**config.mk**
```make
export PLATFORM = sky130hd
export DESIGN_NAME = cttd_top
export DESIGN_NICKNAME = d
export VERILOG_FILES = /design/src/rtl/cttd_pkg.sv /design/src/rtl/cttd_top.sv
export SDC_FILE = /design/constraint.sdc
export NUM_CORES = 1
export LEC_CHECK = 0
export ABC_CLOCK_PERIOD_IN_PS = 8600
export BUFFER_PORTS_ARGS = -buffer_cell sky130_fd_sc_hd__clkbuf_2
export CORE_UTILIZATION = 55
export CTS_CLUSTER_SIZE = 24
export DETAILED_ROUTE_END_ITERATION = 16
export GPL_TIMING_DRIVEN = 1
export PLACE_DENSITY = 0.77
export SYNTH_ARGS = -nofsm -noshare
export SYNTH_HDL_FRONTEND = slang
export SYNTH_SLANG_ARGS = --single-unit
```
**constraint.sdc**
```tcl
create_clock -name clk -period 8.6 [get_ports clk]
set_input_delay 0.86 -clock clk [delete_from_list [all_inputs] [get_ports clk]]
set_output_delay 0.86 -clock clk [all_outputs]
set_load 0.01 [all_outputs]
```
**src/rtl/cttd_pkg.sv**
```systemverilog
package cttd_pkg;
	// Measurement widths
	localparam int CNT_W = 12;
	localparam int REF_FRAC_W = 4;
	localparam logic [CNT_W-1:0] CNT_MAX = 12'hFFF;
	// Calibration length in bursts
	localparam int CAL_BURSTS = 32;
	localparam logic [5:0] CAL_BURSTS_W6 = 6'h20;
	// Clock rate and freeze timeouts
	localparam longint CLK_HZ = 25000000;
	localparam longint HOLD_SHORT_S = 15;
	localparam longint HOLD_LONG_S = 45;
	localparam longint HOLD_SHORT_CYC = HOLD_SHORT_S * CLK_HZ;
	localparam longint HOLD_LONG_CYC = HOLD_LONG_S * CLK_HZ;
	// Freeze timeout codes
	localparam logic [1:0] HOLD_15S = 2'h0;
	localparam logic [1:0] HOLD_45S = 2'h1;
	localparam logic [1:0] HOLD_RSVD = 2'h2;
	localparam logic [1:0] HOLD_INF = 2'h3;
	// Threshold codes
	localparam logic [1:0] THR_STD_PROX = 2'h0;
	localparam logic [1:0] THR_STD_TOUCH = 2'h1;
	localparam logic [1:0] THR_SENS_PROX = 2'h2;
	localparam logic [1:0] THR_SENS_TOUCH = 2'h3;
	// Power modes
	localparam logic [1:0] PWR_NORMAL = 2'h1;
	// Sequencer states
	typedef enum logic [1:0] {
		CTTD_IDLE,
		CTTD_CHARGE,
		CTTD_TRANSFER,
		CTTD_DONE
	} cttd_state_t;
endpackage

```
**src/rtl/cttd_top.sv**
```systemverilog
// Contract
// Repeat charge/transfer until trip level reached
// Transfer pulse count is the signal
// Reference from 32 bursts after power-up
// Normal timing during calibration
// Configured low-power timing after calibration
// Detect when drop reaches threshold
// Two relative, two absolute thresholds
// Debounce the comparison result
// Unity-gain first-order IIR reference
// Slow changes tracked, fast changes detected
// Filter active below threshold
// Freeze reference during detection
// Resume filtering when detection ends
// Timeout re-enables filter during detection
// Two-bit timeout select, 11 infinite
// Consecutive samples to enter and exit
// Threshold code mapping
// Pulse counter saturates
module cttd_top #(
	parameter longint HOLD_SHORT = cttd_pkg::HOLD_SHORT_CYC,
	parameter longint HOLD_LONG = cttd_pkg::HOLD_LONG_CYC,
	parameter int SAMPLE_DIV = 250000,
	parameter int LP_SAMPLE_DIV = 2500000,
	parameter int PHASE_CYC = 50,
	parameter int IIR_SHIFT = 6,
	parameter logic [cttd_pkg::CNT_W-1:0] THR_TOUCH_DIV = 12'h010,
	parameter logic [cttd_pkg::CNT_W-1:0] THR_STOUCH_DIV = 12'h020,
	parameter logic [cttd_pkg::CNT_W-1:0] THR_PROX = 12'h008,
	parameter logic [cttd_pkg::CNT_W-1:0] THR_SPROX = 12'h004,
	parameter logic [3:0] ENTRY_DEB = 4'h4,
	parameter logic [3:0] EXIT_DEB = 4'h4
) (
	// Clock and reset
	input  wire logic                       clk,
	input  wire logic                       reset,
	// Configuration straps
	input  wire logic [1:0]                 power_mode,
	input  wire logic [1:0]                 detect_threshold_sel,
	input  wire logic [1:0]                 ref_hold_sel,
	// Analog front end
	input  wire logic                       burst_trip_level,
	output logic                            charge_en,
	output logic                            transfer_en,
	output logic                            discharge_en,
	// Results
	output logic                            detect,
	output logic                            cal_done,
	output logic [cttd_pkg::CNT_W-1:0]      signal_count,
	output logic [cttd_pkg::CNT_W-1:0]      reference
);
	import cttd_pkg::*;

	// Refuse settings that the filter, the burst timing or the hold timeout cannot serve
	if (IIR_SHIFT < 1 || IIR_SHIFT > REF_FRAC_W + 8) begin : g_bad_shift
		$error("IIR_SHIFT out of range");
	end
	if (PHASE_CYC < 1 || SAMPLE_DIV < 4 * PHASE_CYC) begin : g_bad_timing
		$error("sample timing too short");
	end
	if (HOLD_SHORT < 1 || HOLD_LONG < 1) begin : g_bad_hold
		$error("hold timeout must be positive");
	end

	localparam int RW = CNT_W + REF_FRAC_W;

	cttd_state_t state_r;
	logic        trip_s1_r, trip_s2_r;
	logic [31:0] phase_cnt_r, sample_cnt_r;
	logic [CNT_W-1:0] pulse_cnt_r;
	logic        burst_done_r;
	logic [5:0]  cal_cnt_r;
	logic [CNT_W+5:0] cal_sum_r;
	logic [RW-1:0] ref_acc_r;
	logic [3:0]  deb_cnt_r;
	logic [39:0] hold_cnt_r;
	logic        hold_expired;
	logic [CNT_W-1:0] thr;
	logic        below;
	logic [5:0]  strap_s1_r, strap_s2_r;
	logic [1:0]  pwr_mode_s, thr_sel_s, hold_sel_s;
	logic [CNT_W+5:0] cal_sum_nxt;

	// Threshold decode: touch relative to reference, proximity absolute
	function automatic logic [CNT_W-1:0] thr_of(
		input logic [1:0] sel,
		input logic [CNT_W-1:0] refv
	);
		unique case (sel)
			THR_STD_PROX:   thr_of = THR_PROX;
			THR_STD_TOUCH:  thr_of = refv / THR_TOUCH_DIV;
			THR_SENS_PROX:  thr_of = THR_SPROX;
			THR_SENS_TOUCH: thr_of = refv / THR_STOUCH_DIV;
		endcase
	endfunction

	// Trip comparator is asynchronous to clk
	always_ff @(posedge clk) begin
		trip_s1_r <= burst_trip_level;
		trip_s2_r <= trip_s1_r;
	end

	// Straps are pins too; quasi-static, so bits settling apart is harmless
	always_ff @(posedge clk) begin
		strap_s1_r <= {power_mode, detect_threshold_sel, ref_hold_sel};
		strap_s2_r <= strap_s1_r;
	end
	assign {pwr_mode_s, thr_sel_s, hold_sel_s} = strap_s2_r;

	// Free-running sample period, so burst length never stretches it;
	// a burst longer than the period simply skips the next slot
	always_ff @(posedge clk) begin
		if (reset)
			sample_cnt_r <= 32'h0;
		else if (sample_cnt_r <= 32'h1)
			sample_cnt_r <= (!cal_done || pwr_mode_s == PWR_NORMAL) ?
				32'(SAMPLE_DIV) : 32'(LP_SAMPLE_DIV);
		else
			sample_cnt_r <= sample_cnt_r - 32'h1;
	end

	// Burst sequencer
	always_ff @(posedge clk) begin
		if (reset) begin
			state_r      <= CTTD_IDLE;
			phase_cnt_r  <= 32'h0;
			pulse_cnt_r  <= '0;
			burst_done_r <= 1'b0;
			charge_en    <= 1'b0;
			transfer_en  <= 1'b0;
			discharge_en <= 1'b1;
		end else begin
			burst_done_r <= 1'b0;
			unique case (state_r)
				CTTD_IDLE: if (sample_cnt_r == 32'h1) begin
					state_r      <= CTTD_CHARGE;
					pulse_cnt_r  <= '0;
					discharge_en <= 1'b0;
					charge_en    <= 1'b1;
					phase_cnt_r  <= 32'(PHASE_CYC);
				end
				CTTD_CHARGE: if (phase_cnt_r == 32'h1) begin
					state_r     <= CTTD_TRANSFER;
					charge_en   <= 1'b0;
					transfer_en <= 1'b1;
					phase_cnt_r <= 32'(PHASE_CYC);
				end else
					phase_cnt_r <= phase_cnt_r - 32'h1;
				CTTD_TRANSFER: if (phase_cnt_r == 32'h1) begin
					transfer_en <= 1'b0;
					if (pulse_cnt_r != CNT_MAX)
						pulse_cnt_r <= pulse_cnt_r + 1'b1;
					if (trip_s2_r) begin
						state_r <= CTTD_DONE;
					end else begin
						state_r     <= CTTD_CHARGE;
						charge_en   <= 1'b1;
						phase_cnt_r <= 32'(PHASE_CYC);
					end
				end else
					phase_cnt_r <= phase_cnt_r - 32'h1;
				CTTD_DONE: begin
					state_r      <= CTTD_IDLE;
					burst_done_r <= 1'b1;
					discharge_en <= 1'b1;
				end
			endcase
		end
	end

	// Signal output
	always_ff @(posedge clk) begin
		if (reset)
			signal_count <= '0;
		else if (burst_done_r)
			signal_count <= pulse_cnt_r;
	end

	// Fresh burst count against reference minus threshold; using the
	// registered copy would judge every burst one sample late
	always_comb begin
		thr   = thr_of(thr_sel_s, reference);
		below = (reference >= pulse_cnt_r) &&
			((reference - pulse_cnt_r) >= thr);
	end

	// Running calibration sum including the burst just finished
	assign cal_sum_nxt = cal_sum_r + {6'h0, pulse_cnt_r};

	// Calibration and IIR reference; frozen on detect until timeout
	always_ff @(posedge clk) begin
		if (reset) begin
			cal_cnt_r <= 6'h0;
			cal_sum_r <= '0;
			cal_done  <= 1'b0;
			ref_acc_r <= '0;
			reference <= '0;
		end else if (burst_done_r) begin
			if (!cal_done) begin
				cal_sum_r <= cal_sum_nxt;
				cal_cnt_r <= cal_cnt_r + 6'h1;
				if (cal_cnt_r == CAL_BURSTS_W6 - 6'h1) begin
					cal_done  <= 1'b1;
					ref_acc_r <= {cal_sum_nxt[CNT_W+4:5],
						{REF_FRAC_W{1'b0}}};
					reference <= cal_sum_nxt[CNT_W+4:5];
				end
			end else if (!detect || hold_expired) begin
				// Slow drift absorbed, fast steps outrun it
				ref_acc_r <= ref_acc_r -
					(ref_acc_r >>> IIR_SHIFT) +
					(RW'({pulse_cnt_r, {REF_FRAC_W{1'b0}}}) >>
					IIR_SHIFT);
				reference <= ref_acc_r[RW-1:REF_FRAC_W];
			end
		end
	end

	// Freeze timeout counter; reserved code treated as infinite
	always_ff @(posedge clk) begin
		if (reset || !detect)
			hold_cnt_r <= 40'h0;
		else if (hold_cnt_r != 40'hFF_FFFF_FFFF)
			hold_cnt_r <= hold_cnt_r + 40'h1;
	end
	always_comb begin
		unique case (hold_sel_s)
			HOLD_15S:  hold_expired = hold_cnt_r >= 40'(HOLD_SHORT);
			HOLD_45S:  hold_expired = hold_cnt_r >= 40'(HOLD_LONG);
			HOLD_RSVD: hold_expired = 1'b0;
			HOLD_INF:  hold_expired = 1'b0;
		endcase
	end

	// Debounce over consecutive bursts, entry and exit
	always_ff @(posedge clk) begin
		if (reset) begin
			deb_cnt_r <= 4'h0;
			detect    <= 1'b0;
		end else if (burst_done_r && cal_done) begin
			if (below == detect)
				deb_cnt_r <= 4'h0;
			else if (deb_cnt_r + 4'h1 >=
				(detect ? EXIT_DEB : ENTRY_DEB)) begin
				detect    <= below;
				deb_cnt_r <= 4'h0;
			end else
				deb_cnt_r <= deb_cnt_r + 4'h1;
		end
	end
endmodule // cttd_top

```
# --- After elaboration in Yosys (flattened, before gate mapping) ---
# Cells that the tools add are included.
word_totals:
  wordCells: 125
  out_inout_bits: 29
  ff_bits: 206
  inputBits: 9
op_classes:
  n_bitwise: 2
  n_addsub: 10
  n_eq_ne: 23
  n_reduce_logical: 25
  order_cmp: 6
  muxes: 38
op_table:
  columns: ["op", "count"]
  rows:
  - ["32-bit two-way mux", 5]
  - ["32-bit one-hot mux with 3 select lines", 1]
  - ["12-bit two-way mux", 6]
  - ["32-bit by 1-bit equality test with 1-bit output (second input constant)", 2]
  - ["32-bit by 1-bit subtractor with 32-bit output (second input constant)", 2]
  - ["16-bit two-way mux", 3]
  - ["12-bit one-hot mux with 4 select lines", 1]
  - ["40-bit by 1-bit adder with 40-bit output (second input constant)", 1]
  - ["40-bit by 29-bit greater-or-equal comparator with 1-bit output (second input constant)", 1]
  - ["40-bit by 31-bit greater-or-equal comparator with 1-bit output (second input constant)", 1]
  - ["40-bit != test (second input constant)", 1]
  - ["32-bit by 1-bit less-or-equal comparator with 1-bit output (second input constant)", 1]
  - ["12-bit greater-or-equal comparator", 2]
  - ["12-bit one-hot mux with 2 select lines", 1]
  - ["22-bit two-way mux", 1]
  - ["18-bit by 12-bit adder with 18-bit output", 1]
  - ["16-bit by 10-bit adder with 16-bit output", 1]
  - ["16-bit by 10-bit subtractor with 16-bit output", 1]
  - ["3-bit AND reduction", 5]
  - ["12-bit by 1-bit adder with 12-bit output (second input constant)", 1]
  - ["2-bit equality test (second input constant)", 6]
  - ["12-bit != test (second input constant)", 1]
  - ["12-bit subtractor", 1]
  - ["2-bit != test (second input constant)", 5]
  - ["other kinds (25)", 53]

# --- Logic depth before layout (Yosys ltp) ---
depth:
  depth_word: 7
  mapped_depth: 17

# --- Worst setup path before layout ---
# OpenSTA, ideal clock, no wires.
synth_path:
  path_kind: "register -> register"
  start: "register pulse_cnt_r[3]"
  end: "register deb_cnt_r[0]"
  setup_time_ns: 0.095
  t_arrival_ns: 3.430
  path_slack_ns: 5.074
  period_less_slack_ns: 3.526
  stages_incl_launch_ff: 14
  t_required_ns: 8.505
  cell_sequence: "dfxtp_1 -> inv_1 -> ha_1 -> a21oi_1 -> a21boi_0 -> or2_2 -> xor2_1 -> ha_1 -> a211o_1 -> a41oi_1 -> o211ai_1 -> or4b_1 -> o21a_1 -> o311ai_1"
synth_via:
  elab_chain_len: 5
  elab_cells_between_ends: 6
synth_rtl:
  columns: ["item", "line_no", "source"]
  rows:
  - ["from (decl)", "cttd_top.sv:70", "logic [CNT_W-1:0] pulse_cnt_r;"]
  - ["from (signal assigned)", "cttd_top.sv:152", "pulse_cnt_r <= pulse_cnt_r + 1'b1;"]
  - ["12-bit subtractor", "cttd_top.sv:184", "((reference - pulse_cnt_r) >= thr);"]
  - ["12-bit greater-or-equal comparator", "cttd_top.sv:184", null]
  - ["1-bit logical AND (*)", "cttd_top.sv:183", "below = (reference >= pulse_cnt_r) &&"]
  - ["1-bit equality test (*)", "cttd_top.sv:241", "if (below == detect)"]
  - ["4-bit two-way mux (*)", "cttd_top.sv:241", null]
  - ["to (signal assigned)", "cttd_top.sv:248", "deb_cnt_r <= deb_cnt_r + 4'h1;"]
  - ["to (decl)", "cttd_top.sv:75", "logic [3:0] deb_cnt_r;"]
# Mark *: on every way between the ends. The rest lies on a longest branch, timed or not.
# A chain may end at the register's enable or synchronous reset.

# --- Worst setup path in the final report ---
# Same ends and word-level chain as after synthesis.

==> impl_metrics.yaml <==
status:
  outcome: "completed"
detailed_routing:
  wire_per_inst_um: 16.0
  route.final.wire_length_um: 26900
  ant_nets: 0
  vias: 9914
  drtIter0Drc: 497
  drc: 0
  firstDrtPassIters: 5
  via_per_inst: 5.92
global_routing:
  grt_pass1_vias: 9284
  antenna_found_initial: 0
  grt-ovfl-total: 0
  grt_start_max_net_pins: 74
  grt.total_usage: 0.250
  grt_pass1_wl_um: 44600
placement:
  io_buffers: 37
  place_ws_ns: 4.65
  dp_hpwl_um: 18700
  routabilityCongestion: 0.911
power:
  p_per_area_nw_per_um2: 282
  p_leak_nw: 4.81
  irDropWorstVdd_uv: 241
setup_path:
  worstSetupPathType: "reg2reg"
  cpPeakStageDelay_ns: 0.60
  reg2reg_to: "deb_cnt_r[0]$_SDFFE_PP0P_"
  crit_path_start_kind: "flip-flop"
  cpMaxStageDelayCell: "or4b_1"
  rrSetupSlack_ns: 4.63
  r2r-start: "pulse_cnt_r[3]$_SDFFE_PP0P_"
  worst_ep_required_time_ns: 9.01
  crit_top_cell: "ha_1"
  arrival_ns: 4.38
  path_cells: "inv_1 > ha_1 > a21oi_1 > a21boi_0 > or2_2 > xor2_1 > ha_1 > a211o_1 > a41oi_1 > o211ai_1 > or4b_1 > o21a_1 > o311ai_1"
  worst_setup_path_end_kind: "flip-flop"
  r2r_cells: 13
  worst-path-max-fanout: 6
clock_network:
  postCtsSetupRepairBufs: 0
  cts_buffer_depth: 3
  cts-hold-fix-buffers: 0
  worst_skew_pair.late_latency_ns: 0.51
  cts_tree: "done"
  clkTransAtPathRegs_ns: 0.06
  cts_buffers: 24
  clock_sinks: 205
  ctsResizeCount: 0
  htreeDepth: 1
  root_buffer: "clkbuf_16"
floorplanning:
  die_x_um: 146
  die_area_um2: 21400
  std_cell_rows: 52
  die_y_um: 146
  initial_core_util: 0.563
  core_um2: 20400
  io_pins: 38
hold_path:
  min_path_type: "reg2reg"
  min-delay-start: "strap_s1_r[3]$_DFF_P_"
  min_to: "strap_s2_r[3]$_DFF_P_"
  min_path_cells: 0
yosys:
  synth_flop_cell: "dfxtp_1"
  post-synth-top-count-cell: "dfxtp_1"
  syn_nets: 1464
  yosysUniqueCellTypes: 72
  yosys_warnings: 0
  ys_top_cells_by_area: "dfxtp_1, ha_1, nor2_1"
  synth_area_um2: 11500
  post_synth_inst_count: 1382
  synth_area_leader_cell: "dfxtp_1"
  async_flop_share: 0
  synth_edf_count: 0
  syn_area_per_cell_um2: 8.30
  synth_seq_area_share: 0.358
  synth_common_cells: "dfxtp_1, nor2_1, nand2_1"
  synth_top_area_share: 0.358
  ys_ff_latch: 205
sta:
  max_freq_mhz: 252
  setup_tns_ns: 0
  fin_crit_sh: 0.461
  slew-limit-headroom: 0.191
  whs_ns: 0.324
  worst_pin_slew_ns: 1.21
  setup_violations: 0
  setup_slack_ns: 4.63
  hold_viol_final: 0
  fin_crit_ns: 3.97
  slew_violations: 0
  rsz0062_at_grt: "no"
  finClkSkew_ns: 0.00781
run:
  cap_viol_max_count: 0
finish:
  n_antenna_cell: 0
  drive_gt1_frac: 0.0797
  num-nets-final: 1474
  fillers: 1747
  syn2layout_area_growth_pct: 9.72
registers in the layout, summed over array words and instances, names as in the netlist, 2 cells and up:
signal,count
cal_cnt_r,6
cal_sum_r,17
deb_cnt_r,4
hold_cnt_r,40
phase_cnt_r,32
pulse_cnt_r,12
ref_acc_r,16
reference,12
sample_cnt_r,32
signal_count,12
state_r,2
strap_s1_r,6
strap_s2_r,6
layout make-up:
type | count | area, um2 | share of cell area
clock buffers | 33 | 696 | 0.0553
clock inverters | 7 | 87.6 | 0.00696
inverters | 74 | 278 | 0.0221
multi-input cells | 1043 | 6840 | 0.544
flip-flops and latches | 205 | 4100 | 0.326
well taps | 270 | 338 | 0.0268
repair buffers | 44 | 238 | 0.0189
cells in the final DEF, fill, tap and decap left out, drive strengths merged, types with 8 or more instances in the layout:
cell type and n:
mux2i 17, o21a 8, dfxtp 205, ha 61
a31oi 17, nor2 166, clkbuf 70, a21oi 89
nor3 57, nor2b 13, a311oi 8, nand4 20
o21ai 42, nor4 22, and3 21, or4 14
o211ai 10, nand2b 10, nand2 96, xor2 69
fa 12, or3 29, nand3 67, xnor2 60
a211oi 19, and2 9, a21o 12, or2 13
inv 73
power breakdown:
group	leakage (nW)	total, mW	switching [mW]	internal [mW]
clock	0.386	1.00	0.384	0.619
sequential	1.66	1.20	0.120	1.08
combinational	2.76	1.34	0.791	0.549
cells by family after synthesis:
group           share of synthesized area
compound gates                      0.146
simple gates                        0.244
xor+xnor                           0.0985
mux                                0.0197
fa+ha+maj                          0.0875
buf+inv                            0.0460
flops                               0.358
metrics by stage:
stage | area [um2] | utilization | total power [mW] | instances
5_1_grt | 12600 | 0.618 | 3.78 | 1676
3_3_place_gp | 11800 | 0.579 | 2.50 | 1636
3_5_place_dp | 11800 | 0.579 | 2.54 | 1636
6_report | 12600 | 0.618 | 3.54 | 1676
2_1_floorplan | 11500 | - | 2.29 | 1382
4_1_cts | 12600 | 0.618 | 3.56 | 1676
metal layers:
| metal | track usage | routed length, um | vias up |
|---|---|---|---|
| met5 | 0 | 0 | - |
| met4 | 0.0849 | 705 | 0 |
| met3 | 0.0372 | 1360 | 54 |
| met2 | 0.421 | 12700 | 239 |
| met1 | 0.326 | 12100 | 4732 |
| li1 | - | - | 4889 |
critical path: cells and delay by family, from the launching register on:
family                   cells  cell delay, ns
AO/OA/AOI/OAI                7            1.54
AND/OR/NAND/NOR              2            0.93
adder cells (fa/ha/maj)      2            0.68
flip-flops                   1            0.44
XOR/XNOR                     1            0.15
buffers and inverters        1            0.14
how the worst max path moves through the flow:
stage | startpoint | endpoint | slack [ns] | cells after the start
final | pulse_cnt_r[3]$_SDFFE_PP0P_ | deb_cnt_r[0]$_SDFFE_PP0P_ | 4.63 | 13
after global routing | pulse_cnt_r[3]$_SDFFE_PP0P_ | deb_cnt_r[0]$_SDFFE_PP0P_ | 4.39 | 13
after CTS | pulse_cnt_r[3]$_SDFFE_PP0P_ | deb_cnt_r[0]$_SDFFE_PP0P_ | 4.64 | 13
after detailed placement | pulse_cnt_r[3]$_SDFFE_PP0P_ | deb_cnt_r[0]$_SDFFE_PP0P_ | 4.65 | 13
after global placement | pulse_cnt_r[3]$_SDFFE_PP0P_ | deb_cnt_r[0]$_SDFFE_PP0P_ | 4.81 | 13
after floorplan | pulse_cnt_r[3]$_SDFFE_PP0P_ | deb_cnt_r[0]$_SDFFE_PP0P_ | 5.07 | 13
Power figures use the tool's default switching activity.
